File: config.mk
export PLATFORM = sky130hd
export DESIGN_NAME = tcvf_framer
export DESIGN_NICKNAME = d
export VERILOG_FILES = /design/src/rtl/tcvf_pkg.sv /design/src/rtl/tcvf_byte_if.sv /design/src/rtl/tcvf_framer.sv /design/src/rtl/tcvf_fifo.sv
export SDC_FILE = /design/constraint.sdc
export NUM_CORES = 1
export LEC_CHECK = 0
export ABC_AREA = 1
export BUFFER_PORTS_ARGS = -buffer_cell sky130_fd_sc_hd__buf_2
export CAP_MARGIN = 0
export CORE_ASPECT_RATIO = 1.25
export CORE_MARGIN = 2
export CORE_UTILIZATION = 40
export DETAILED_ROUTE_END_ITERATION = 10
export PLACE_DENSITY_LB_ADDON = 0.05
export SYNTH_ARGS = -nofsm -noshare
export SYNTH_HDL_FRONTEND = slang
export SYNTH_HIERARCHICAL = 1
export SYNTH_SLANG_ARGS = --single-unit
File: constraint.sdc
create_clock -name clk -period 12.6 [get_ports clk]
set_input_delay 0.63 -clock clk [delete_from_list [all_inputs] [get_ports clk]]
set_output_delay 0.63 -clock clk [all_outputs]
set_load 0.05 [all_outputs]
File: src/rtl/tcvf_pkg.sv
// Purpose: shared constants and types of the verification report framer
// Assumes: 100 MHz system clock
// Notes: field positions count from bit 0 of the 224-bit report frame
package tcvf_pkg;
  localparam int unsigned CLK_HZ = 100_000_000;
  localparam int unsigned TIMEOUT_MS = 2000;
  localparam int unsigned TIMEOUT_CYCLES = TIMEOUT_MS * (CLK_HZ / 1000);
  // primary header constants
  localparam logic [2:0] VERSION_NUMBER = 3'h0;
  localparam logic PACKET_TYPE_BIT = 1'h0;
  localparam logic DATA_HEADER_FLAG = 1'h1;
  localparam logic [6:0] REPORT_APID = 7'h47;
  localparam logic [3:0] CATEGORY_EVENT = 4'h1;
  localparam logic [1:0] SEGMENT_STANDALONE = 2'h3;
  // data field header constants
  localparam logic [2:0] PUS_NON_SCIENCE = 3'h2;
  localparam logic [7:0] SERVICE_VERIFICATION = 8'h01;
  localparam logic [7:0] SUBTYPE_ACCEPT_OK = 8'h01;
  localparam logic [7:0] SUBTYPE_ACCEPT_FAIL = 8'h02;
  localparam logic [15:0] FAIL_CODE_INCOMPLETE = 16'h0001;
  localparam logic [15:0] FAIL_CODE_CHECKSUM = 16'h0002;
  // sizes in bytes
  localparam logic [4:0] HEADER_BYTES = 5'h10;
  localparam logic [4:0] SRC_BYTES_SUCCESS = 5'h04;
  localparam logic [4:0] SRC_BYTES_FAILURE = 5'h0C;
  localparam logic [15:0] LENGTH_ADJUST = 16'h0009;
  localparam int unsigned FRAME_BITS = 224;
  // field positions in the frame
  localparam int unsigned POS_APID = 212;
  localparam int unsigned POS_CATEGORY = 208;
  localparam int unsigned POS_SEQ = 192;
  localparam int unsigned POS_LENGTH = 176;
  localparam int unsigned POS_COARSE = 144;
  localparam int unsigned POS_FINE = 128;
  localparam int unsigned POS_PUS = 125;
  localparam int unsigned POS_STYPE = 112;
  localparam int unsigned POS_SUBTYPE = 104;
  localparam int unsigned POS_FAIL_CODE = 48;
  localparam logic [13:0] SEQ_RESET = 14'h0000;
  localparam int unsigned FIFO_DEPTH = 16;
  typedef enum logic [1:0] {
    ST_IDLE = 2'b00,
    ST_RECV = 2'b01,
    ST_LOAD = 2'b10,
    ST_SEND = 2'b11
  } tcvf_state_type;
  typedef enum logic [1:0] {
    KIND_SUCCESS = 2'b00,
    KIND_INCOMPLETE = 2'b01,
    KIND_CHECKSUM = 2'b10
  } tcvf_kind_type;
endpackage : tcvf_pkg

File: src/rtl/tcvf_byte_if.sv
// Purpose: byte stream between the framer and its output buffer
// Assumes: valid/ready handshake, transfer when both high
// Notes: none
interface tcvf_byte_if #(parameter int WIDTH = 8);
  logic valid;
  logic ready;
  logic [WIDTH-1:0] data;
  modport src (output valid, output data, input ready);
  modport snk (input valid, input data, output ready);
endinterface : tcvf_byte_if

File: src/rtl/tcvf_framer.sv
// Purpose: telecommand verification report framer with reception timeout
// Assumes: receiver events synchronous to clk, one telecommand at a time
// Notes: report bytes leave through a FIFO, header first, msb first
// Summary of operation
// - Reception not finished within 2 s gives an incomplete-packet failure report.
// - Received checksum differing from computed one gives an incorrect-checksum report.
// - Every report carries process id 71 and packet category 1 (event).
// - Service type field is 1, telecommand verification, in every report.
// - Failure reports carry service subtype 2, acceptance failure.
// - PUS version field holds the non-science value.
// - 14-bit source sequence counter, zero at start, one per stream.
// - Time field: four bytes seconds then two bytes fraction.
// - Time is latched when reception of the telecommand begins.
// - Success source data: process id word then sequence control word.
// - Incomplete source data: id, seqctl, code 1, service, length, byte count.
// - Service info word holds the telecommand's service type and subtype.
// - Sequence control word copies the telecommand's segmentation and counter.
// - Acceptance success report uses service type 1, subtype 1.
// - Checksum source data: id, seqctl, code 2, service, received, computed.
// - Packet length field equals source data bytes plus nine.
module tcvf_framer #(
  parameter int unsigned TIMEOUT = tcvf_pkg::TIMEOUT_CYCLES,
  parameter int DEPTH = tcvf_pkg::FIFO_DEPTH
) (
  // clock and reset
  input wire logic clk,
  input wire logic reset_n,
  // on-board time
  input wire logic [31:0] time_coarse,
  input wire logic [15:0] time_fine,
  // telecommand receiver events
  input wire logic tc_start,
  input wire logic tc_byte,
  input wire logic tc_header_valid,
  input wire logic [15:0] tc_gpid,
  input wire logic [15:0] tc_seq_ctrl,
  input wire logic [7:0] tc_service_type,
  input wire logic [7:0] tc_service_subtype,
  input wire logic [15:0] tc_declared_length,
  input wire logic tc_end,
  input wire logic [15:0] tc_received_checksum,
  input wire logic [15:0] tc_computed_checksum,
  output logic tc_busy,
  // report byte stream
  output logic report_valid,
  input wire logic report_ready,
  output logic [7:0] report_data
);
  import tcvf_pkg::*;

  logic rst_meta;
  logic rst_n;
  tcvf_state_type state;
  tcvf_kind_type kind;
  logic [31:0] timer;
  logic timed_out;
  logic [31:0] latch_coarse;
  logic [15:0] latch_fine;
  logic [15:0] global_process_id_word;
  logic [15:0] sequence_control_word;
  logic [15:0] service_info_word;
  logic [15:0] declared_length_word;
  logic [15:0] received_byte_count_word;
  logic [15:0] received_checksum_word;
  logic [15:0] computed_checksum_word;
  logic [13:0] source_sequence_count;
  logic [FRAME_BITS-1:0] frame;
  logic [FRAME_BITS-1:0] next_frame;
  logic [4:0] bytes_left;
  logic [4:0] src_bytes;
  logic [15:0] packet_length_field;
  logic [47:0] acquisition_time_field;
  logic [7:0] service_subtype_field;
  logic [95:0] source_data;
  logic [127:0] header;
  logic push;

  tcvf_byte_if #(.WIDTH(8)) fifo_in ();

  // reset release through two flops so all flops leave reset together
  always_ff @(posedge clk or negedge reset_n) begin
    if (!reset_n) begin
      rst_meta <= 1'b0;
      rst_n <= 1'b0;
    end else begin
      rst_meta <= 1'b1;
      rst_n <= rst_meta;
    end
  end

  assign timed_out = (timer == TIMEOUT - 32'd1);
  assign tc_busy = (state != ST_IDLE);

  // main sequencing
  always_ff @(posedge clk or negedge rst_n) begin
    if (!rst_n) begin
      state <= ST_IDLE;
      kind <= KIND_SUCCESS;
    end else begin
      case (state)
        ST_IDLE: begin
          if (tc_start) begin
            state <= ST_RECV;
          end
        end
        ST_RECV: begin
          // completion wins over a timeout in the same cycle
          if (tc_end) begin
            state <= ST_LOAD;
            if (tc_received_checksum != tc_computed_checksum) begin
              kind <= KIND_CHECKSUM;
            end else begin
              kind <= KIND_SUCCESS;
            end
          end else if (timed_out) begin
            state <= ST_LOAD;
            kind <= KIND_INCOMPLETE;
          end
        end
        ST_LOAD: begin
          state <= ST_SEND;
        end
        ST_SEND: begin
          if (push && bytes_left == 5'h01) begin
            state <= ST_IDLE;
          end
        end
        default: begin
          state <= ST_IDLE;
        end
      endcase
    end
  end

  // reception timer, cleared while idle and restarted only by a start accepted in idle
  always_ff @(posedge clk or negedge rst_n) begin
    if (!rst_n) begin
      timer <= '0;
    end else if (state == ST_IDLE) begin
      timer <= '0;
    end else if (state == ST_RECV && !timed_out) begin
      timer <= timer + 32'd1;
    end
  end

  // time of acquisition start, not of transmission
  always_ff @(posedge clk or negedge rst_n) begin
    if (!rst_n) begin
      latch_coarse <= '0;
      latch_fine <= '0;
    end else if (state == ST_IDLE && tc_start) begin
      latch_coarse <= time_coarse;
      latch_fine <= time_fine;
    end
  end

  // telecommand identity, cleared at start so a lost header reports zeros
  always_ff @(posedge clk or negedge rst_n) begin
    if (!rst_n) begin
      global_process_id_word <= '0;
      sequence_control_word <= '0;
      service_info_word <= '0;
      declared_length_word <= '0;
    end else if (state == ST_IDLE && tc_start) begin
      global_process_id_word <= '0;
      sequence_control_word <= '0;
      service_info_word <= '0;
      declared_length_word <= '0;
    end else if (state == ST_RECV && tc_header_valid) begin
      global_process_id_word <= tc_gpid;
      sequence_control_word <= tc_seq_ctrl;
      service_info_word <= {tc_service_type, tc_service_subtype};
      declared_length_word <= tc_declared_length;
    end
  end

  // byte count saturates rather than wrapping on an overlong command
  always_ff @(posedge clk or negedge rst_n) begin
    if (!rst_n) begin
      received_byte_count_word <= '0;
    end else if (state == ST_IDLE && tc_start) begin
      received_byte_count_word <= '0;
    end else if (state == ST_RECV && tc_byte && received_byte_count_word != 16'hFFFF) begin
      received_byte_count_word <= received_byte_count_word + 16'h0001;
    end
  end

  always_ff @(posedge clk or negedge rst_n) begin
    if (!rst_n) begin
      received_checksum_word <= '0;
      computed_checksum_word <= '0;
    end else if (state == ST_RECV && tc_end) begin
      received_checksum_word <= tc_received_checksum;
      computed_checksum_word <= tc_computed_checksum;
    end
  end

  // only the event stream of this process exists here, so one counter
  always_ff @(posedge clk or negedge rst_n) begin
    if (!rst_n) begin
      source_sequence_count <= SEQ_RESET;
    end else if (state == ST_LOAD) begin
      source_sequence_count <= source_sequence_count + 14'h0001;
    end
  end

  // frame assembly
  always_comb begin
    src_bytes = SRC_BYTES_FAILURE;
    service_subtype_field = SUBTYPE_ACCEPT_FAIL;
    case (kind)
      KIND_SUCCESS: begin
        src_bytes = SRC_BYTES_SUCCESS;
        service_subtype_field = SUBTYPE_ACCEPT_OK;
        source_data = {global_process_id_word, sequence_control_word, 64'h0};
      end
      KIND_INCOMPLETE: begin
        source_data = {global_process_id_word, sequence_control_word,
                       FAIL_CODE_INCOMPLETE, service_info_word,
                       declared_length_word, received_byte_count_word};
      end
      KIND_CHECKSUM: begin
        source_data = {global_process_id_word, sequence_control_word,
                       FAIL_CODE_CHECKSUM, service_info_word,
                       received_checksum_word, computed_checksum_word};
      end
      default: begin
        source_data = '0;
      end
    endcase
  end

  assign packet_length_field = {11'h000, src_bytes} + LENGTH_ADJUST;
  assign acquisition_time_field = {latch_coarse, latch_fine};

  // flag, spare and pad are held at zero
  assign header = {VERSION_NUMBER, PACKET_TYPE_BIT, DATA_HEADER_FLAG,
                   REPORT_APID, CATEGORY_EVENT,
                   SEGMENT_STANDALONE, source_sequence_count,
                   packet_length_field, acquisition_time_field,
                   PUS_NON_SCIENCE, 1'b0, 4'h0,
                   SERVICE_VERIFICATION, service_subtype_field, 8'h00};

  // a wide shift register sends the frame top byte first
  always_comb begin
    next_frame = frame;
    if (state == ST_LOAD) begin
      next_frame = {header, source_data};
    end else if (push) begin
      next_frame = {frame[FRAME_BITS-9:0], 8'h00};
    end
  end

  always_ff @(posedge clk or negedge rst_n) begin
    if (!rst_n) begin
      frame <= '0;
    end else begin
      frame <= next_frame;
    end
  end

  always_ff @(posedge clk or negedge rst_n) begin
    if (!rst_n) begin
      bytes_left <= '0;
    end else if (state == ST_LOAD) begin
      bytes_left <= HEADER_BYTES + src_bytes;
    end else if (push) begin
      bytes_left <= bytes_left - 5'h01;
    end
  end

  // a full buffer stalls the shift register, never drops a byte
  assign fifo_in.valid = (state == ST_SEND);
  assign fifo_in.data = frame[FRAME_BITS-1 -: 8];
  assign push = fifo_in.valid && fifo_in.ready;

  tcvf_fifo #(
    .WIDTH(8),
    .DEPTH(DEPTH)
  ) u_fifo (
    .clk(clk),
    .rst_n(rst_n),
    .in_if(fifo_in),
    .out_valid(report_valid),
    .out_ready(report_ready),
    .out_data(report_data)
  );
endmodule : tcvf_framer

File: src/rtl/tcvf_fifo.sv
// Purpose: flip-flop FIFO buffering report bytes toward the consumer
// Assumes: single clock, active-low asynchronous reset already synchronised
// Notes: DEPTH must be a power of two
module tcvf_fifo #(
  parameter int WIDTH = 8,
  parameter int DEPTH = 16
) (
  // clock and reset
  input wire logic clk,
  input wire logic rst_n,
  // filling side
  tcvf_byte_if.snk in_if,
  // draining side
  output logic out_valid,
  input wire logic out_ready,
  output logic [WIDTH-1:0] out_data
);
  localparam int AW = $clog2(DEPTH);
  logic [WIDTH-1:0] mem [DEPTH];
  logic [AW:0] wr_ptr;
  logic [AW:0] rd_ptr;
  logic full;
  logic empty;
  logic push;
  logic pop;

  assign empty = (wr_ptr == rd_ptr);
  assign full = (wr_ptr[AW] != rd_ptr[AW]) && (wr_ptr[AW-1:0] == rd_ptr[AW-1:0]);
  assign in_if.ready = !full;
  assign out_valid = !empty;
  assign push = in_if.valid && !full;
  assign pop = out_ready && !empty;
  assign out_data = mem[rd_ptr[AW-1:0]];

  always_ff @(posedge clk) begin
    if (push) begin
      mem[wr_ptr[AW-1:0]] <= in_if.data;
    end
  end

  always_ff @(posedge clk or negedge rst_n) begin
    if (!rst_n) begin
      wr_ptr <= '0;
      rd_ptr <= '0;
    end else begin
      if (push) begin
        wr_ptr <= wr_ptr + 1'b1;
      end
      if (pop) begin
        rd_ptr <= rd_ptr + 1'b1;
      end
    end
  end
endmodule : tcvf_fifo

==> run summary, run 1 <==
Min Tclk post-route = 4.34 ns
Mapped Nets = 3,049
Critical path peak fanout = 95
Status = completed
Port bufs = 160
Hold Path Depth = 3
Final Setup Violations = 0
Overflow after GRT = 0
DRC = 0
Gr usage total = 20.7%
Fillers = 6,240
Row count = 103
Mapped Area = 25,700 um2
Die area = 66,400 um2
Post-synth EDFFs = 128
WP data required = 13.10 ns
CP Launch Point = u_fifo/rd_ptr[1]
Top_reg_cell synth = dfrtp_1
Layout cells sized above 1 = 10.9%
Drt via density = 5.06
Most common cell after layout, fill and taps aside = nand2_1
Total wire length = 68,200 um
Via count = 19,600
Number of global-route vias before repair = 19,600
R2R depth = 13
Post-cts sizing count = 0
Design Area, Final = 29,200 um2
Core area = 63,400 um2
Clock Skew = 0.0270 ns
Pwr Total = 0.00705 W
PwrDens = 241 nW/um2
Die Span Y = 288 um
VDD IR max = 0.000124 V
Reg2reg end = bytes_left[4]
Die W = 231 um
Gpl congestion = 0.869
Worst Max-Slew Pin Slew = 1.12 ns
Slew Limit Fails = 0
Initial core utilization = 40.6%
Clock Path Buffers = 3
Slew headroom = 25.5%
Leakage power = 13.3 nW
Setup Total Neg Slack = 0 ns
Top post-synthesis cells by area = dfrtp_1, edfxtp_1, nand2_1
Clock slew at reported path FFs = 0.06 ns
Crit Reg-Reg Startpoint = u_fifo/rd_ptr[1]
Post-DP HPWL = 44,900 um
DR pass1 iterations = 5
Clock Sinks = 579
CP Capture Type = register
Post-CTS Setup Repair Bufs = 0
Warnings, synthesis = 6
CTS Buf Count = 60
CP Class = reg -> reg
Hold Path Sink = latch_coarse[28]
Synth top area share = 43.9%
Seq/Total Area, Yosys = 58.8%
Mean routed wirelength per cell = 17.6 um
First DRT Iteration DRCs = 1,222
I/O Pins = 161
Setup crit start kind = register
TritonCTS clock tree = built
Fin nets = 3,141
H-tree Lvls = 2
Largest net degree at the start of global routing = 105
Max Freq = 230 MHz
Async SR Flop Fraction = 77.9%
Max-cap viol count = 0
R2R setup slack = 8.26 ns
RSZ-0062 raised after global routing = no
Initial antenna violation count = 0
Mapped Avg Cell Area = 8.92 um2
Register bit total from synthesis = 579
Clock latency on the worst-skew pair = 0.64 ns
Data arrival time of the critical path = 4.84 ns
Hold Path Class = in -> reg
Cell Area, Placed = 27,200 um2
Ant diodes = 0
Post-synth cell types = 42
First-pass GRT wire length = 110,000 um
Most frequent cells in the layout = nand2_1, dfrtp_1, inv_1
Hold Crit Start = time_coarse[28]
Mapped Cells = 2,884
Area Overhead vs Synth = 13.6%
Area leader, netlist = dfrtp_1
Endpoints failing hold = 0
Antenna-violating nets left = 0
Hold slack = 0.180 ns
Root Driver = clkbuf_16
Final period util = 34.4%
how the worst max path moves through the flow:
stage,end,depth (start not counted),slack (ns)
CTS,bytes_left[4],13,8.24
detailed placement,bytes_left[4],13,8.25
global route,bytes_left[4],13,7.85
global placement,bytes_left[4],13,8.24
finish,bytes_left[4],13,8.26
floorplan,bytes_left[0],0,5.25
synth_stat cells, types with 2 or more instances:
cell      instances
nand4_1          42
edfxtp_1        128
nor2_1          225
a21oi_1          27
inv_1           314
o22ai_1          75
buf_1            27
or2_2             3
ha_1             14
nand2_1         803
a22oi_1          12
nand2_2          10
nor2_4            3
clkbuf_1         87
nand3b_1          2
nor3_1           15
xor2_1           36
xnor2_1           7
o221ai_1         47
o311ai_0          6
o21ai_1           8
nand3_1         187
dfrtp_1         451
o21ai_0         244
buf_6             2
inv_2             6
nor2_2            4
o31ai_1           9
nand2_4           5
clkinv_1          5
buf_2            37
a32oi_1          16
o211ai_1         18
critical path, cell delays in order (launching register included):
cell,delay [ns]
dfrtp_1,0.36
buf_4,0.28
inv_2,0.42
nand2_1,0.09
nand2_1,0.10
nor2_2,0.06
nand3_4,0.14
nand2_1,0.51
nand2_4,0.22
buf_4,0.74
buf_4,0.80
nand3_1,0.16
a21oi_1,0.15
o21ai_0,0.09
per-layer routing:
layer  up-vias  share of wire (%)  GRT usage [%]
met3        88                3.4           2.71
met5         -                  0              0
met4         0                2.3           5.29
met2       335                 51           36.5
met1      9521                 44           27.0
li1       9617                  -              -
timing repair:
item	in CTS	in global routing
setup endpoints to repair	0	0
endpoints found under the hold margin	2	0
hold buffers	1	0
flip-flops by register name (all words and copies together) (netlist names), 32 cells and up:
signal and flops:
frame 224, timer 32, u_fifo/mem 128, latch_coarse 32
stage by stage:
stage          utilization [%]  setup slack [ns]  instances
2_1_floorplan                -              5.25       2884
3_3_place_gp              42.8              8.24       3753
3_5_place_dp              42.8              8.25       3753
4_1_cts                   46.1              8.24       3865
5_1_grt                   46.1              7.85       3865
6_report                  46.1              8.26       3865
where the power goes:
group          internal, W  total, W  switching [W]
clock network      0.00110   0.00186       0.000765
logic             0.000671   0.00235        0.00168
registers          0.00252   0.00283       0.000311
total              0.00429   0.00705        0.00276
final cells by class:
class	instances	area [um2]	share of cell area, %
Clock buffer	83	1720	5.88
Clock inverter	28	352	1.20
Inverter	326	1230	4.21
Multi-Input combinational cell	1824	8760	30.0
Sequential cell	579	15100	51.8
Tap cell	840	1050	3.59
Timing Repair Buffer	185	991	3.39
cell families (layout without fill, tap and decap cells):
| logic type | Yosys count | after routing | synth area share [%] |
|---|---|---|---|
| other cells | 1 | 1 | 0.0146 |
| simple gates | 1301 | 1301 | 20.9 |
| xor+xnor | 43 | 43 | 1.46 |
| flops | 579 | 579 | 58.8 |
| fa+ha+maj | 14 | 14 | 0.681 |
| compound gates | 465 | 465 | 10.8 |
| buf+inv | 481 | 622 | 7.35 |
Power figures use the tool's default switching activity.
==> inputs of run 2 (changes only) <==
==> constraint.sdc (replaced) <==
create_clock -name clk -period 3.6 [get_ports clk]
set_input_delay 0.18 -clock clk [delete_from_list [all_inputs] [get_ports clk]]
set_output_delay 0.18 -clock clk [all_outputs]
set_load 0.05 [all_outputs]
==> run 2 against run 1 <==
Via count increased by 5.1%. Die area unchanged. First-iteration DRC count increased by 7.0%. Utilization increased by 2.7 points. Sequential share of layout area decreased by 2.8 points. Critical path type is now reg -> out. Highest routed layer unchanged.
==> run summary, run 2 (synthesis results as in run 1) <==
Status = completed
Utilization after layout = 48.8%
Clock slew at reported path FFs = 0.06 ns
Post-CTS Setup Repair Bufs = 0
Post-DP HPWL = 46,300 um
PwrDens = 801 nW/um2
DR pass1 iterations = 5
Fillers = 6,113
PnR worst setup slack = 0.793 ns
Max FFs per register = 224
First-pass GRT wire length = 114,000 um
TritonCTS clock tree = built
Initial antenna violation count = 0
Worst path top cell family by delay = buffers and inverters
Total wire length = 71,300 um
Root Driver = clkbuf_16
Gpl congestion = 0.871
CP Class = reg -> out
Die area = 66,400 um2
Max stage delay on crit path = 0.58 ns
Setup Total Neg Slack = 0 ns
Core area = 63,400 um2
Number of global-route vias before repair = 20,700
Die Span Y = 288 um
Clock Path Buffers = 3
Die W = 231 um
Bufs and invs on worst path = 2
RSZ-0062 raised after global routing = no
CP Capture Type = primary output
Final Setup Violations = 0
Register Area = 15,100 um2
Slew headroom = 21.9%
Clock Skew = 0.0209 ns
Max-cap viol count = 0
Endpoints failing hold = 0
Setup crit start kind = register
H-tree Lvls = 2
Critical-path cell list = buf_4 > nor2_1 > nor2_1 > o21ai_0 > nand3_1 > nand3_1 > nand2_1 > buf_2
Via count = 20,600
Finished Layout Cells = 4,037
Leakage power = 14.0 nW
Hold Path Class = in -> reg
DRC = 0
WP data required = 3.42 ns
Fin nets = 3,312
Post-cts sizing count = 0
Global routing met3 resource utilization = 2.46%
Clock latency on the worst-skew pair = 0.63 ns
Port bufs = 160
Worst Max-Slew Pin Slew = 1.17 ns
Global Route met1 Usage = 27.8%
Grt peak-use layer = met2
Initial core utilization = 40.6%
CTS Buf Count = 60
Global routing usage on met2 = 38.8%
Area Overhead vs Synth = 20.1%
Largest net degree at the start of global routing = 111
Antenna-violating nets left = 0
Mean routed wirelength per cell = 17.7 um
Most common cell after layout, fill and taps aside = nand2_1
First DRT Iteration DRCs = 1,308
Top reg by flops = frame
Worst path slowest cell = buf_4
VDD IR max = 0.000546 V
Hold_buf cts = 155
Data arrival time of the critical path = 2.63 ns
Min Tclk post-route = 2.81 ns
Drt via density = 5.09
Clock Sinks = 579
Layout cells sized above 1 = 10.6%
Max Freq = 356 MHz
Final period util = 78.0%
Ant diodes = 0
Gr usage total = 21.6%
Most frequent cells in the layout = nand2_1, dfrtp_1, inv_1
Pre-CTS WS = 0.753 ns
Slew Limit Fails = 0
Area occupied by multi-input gates = 8750 um2
Row count = 103
Dpl cells = 3,770
Critical path peak fanout = 67
Overflow after GRT = 0
I/O Pins = 161
## run 2: cell types whose count changed in the layout (fill, tap and decap cells not counted), sizes merged
| cell | change |
|---|---|
| buf | +17 |
| bufinv | -4 |
| clkbuf | +9 |
| clkinvlp | -3 |
| dlygate4sd3 | +154 |
| inv | -1 |
## run 2: layout make-up
type | count | area share, %
Sequential cell | 579 | 48.9
Inverter | 326 | 3.98
Timing Repair Buffer | 356 | 8.89
Multi-Input combinational cell | 1824 | 28.3
Tap cell | 840 | 3.40
Clock inverter | 20 | 0.619
Clock buffer | 92 | 5.86
## run 2: layer usage
layer  vias to the layer above  wire length, um
li1                       9976                -
met1                     10000            30800
met2                       441            36500
met3                       106             2480
met4                         0             1560
met5                         -                0
## run 2: worst register-to-register path: cells and delay by family (launching register included)
kind | cells | cell delay (ns)
xor gates and xnor gates | 1 | 0.25
buffers and inverters | 3 | 0.50
and+or+nand+nor | 3 | 1.28
AOI/OAI and AO/OA | 2 | 0.23
DFF | 1 | 0.41
## run 2: final timing paths
| path | startpoint | to | slack (ns) | cells past startpoint |
|---|---|---|---|---|
| max | u_fifo/rd_ptr[0] | report_data[0] | 0.79 | 8 |
| min | tc_end | state[0] | 0.04 | 5 |
| max reg2reg | u_fifo/rd_ptr[4] | frame[202] | 0.81 | 9 |
| min reg2reg | rst_meta | rst_n | 0.37 | 0 |
| max in group asynchronous | rst_n | timer[27] | 2.06 | 1 |
| min in group asynchronous | rst_n | declared_length_word[2] | 0.43 | 0 |
## run 2: stage by stage
stage	cell area, um2	power [W]	hold slack, ns
final	30900	0.0248	0.0390
after detailed placement	27400	0.0186	-0.0314
after global routing	30900	0.0266	0.0803
after CTS	30900	0.0251	0.00934
after floorplan	25700	0.0158	-0.116
after global placement	27400	0.0184	-0.0348
## run 2: where the power goes
group / switching (W) / internal, W / leakage, nW
clock network: 0.00262 / 0.00367 / 0.992
registers: 0.00107 / 0.00883 / 6.95
logic: 0.00601 / 0.00258 / 6.03
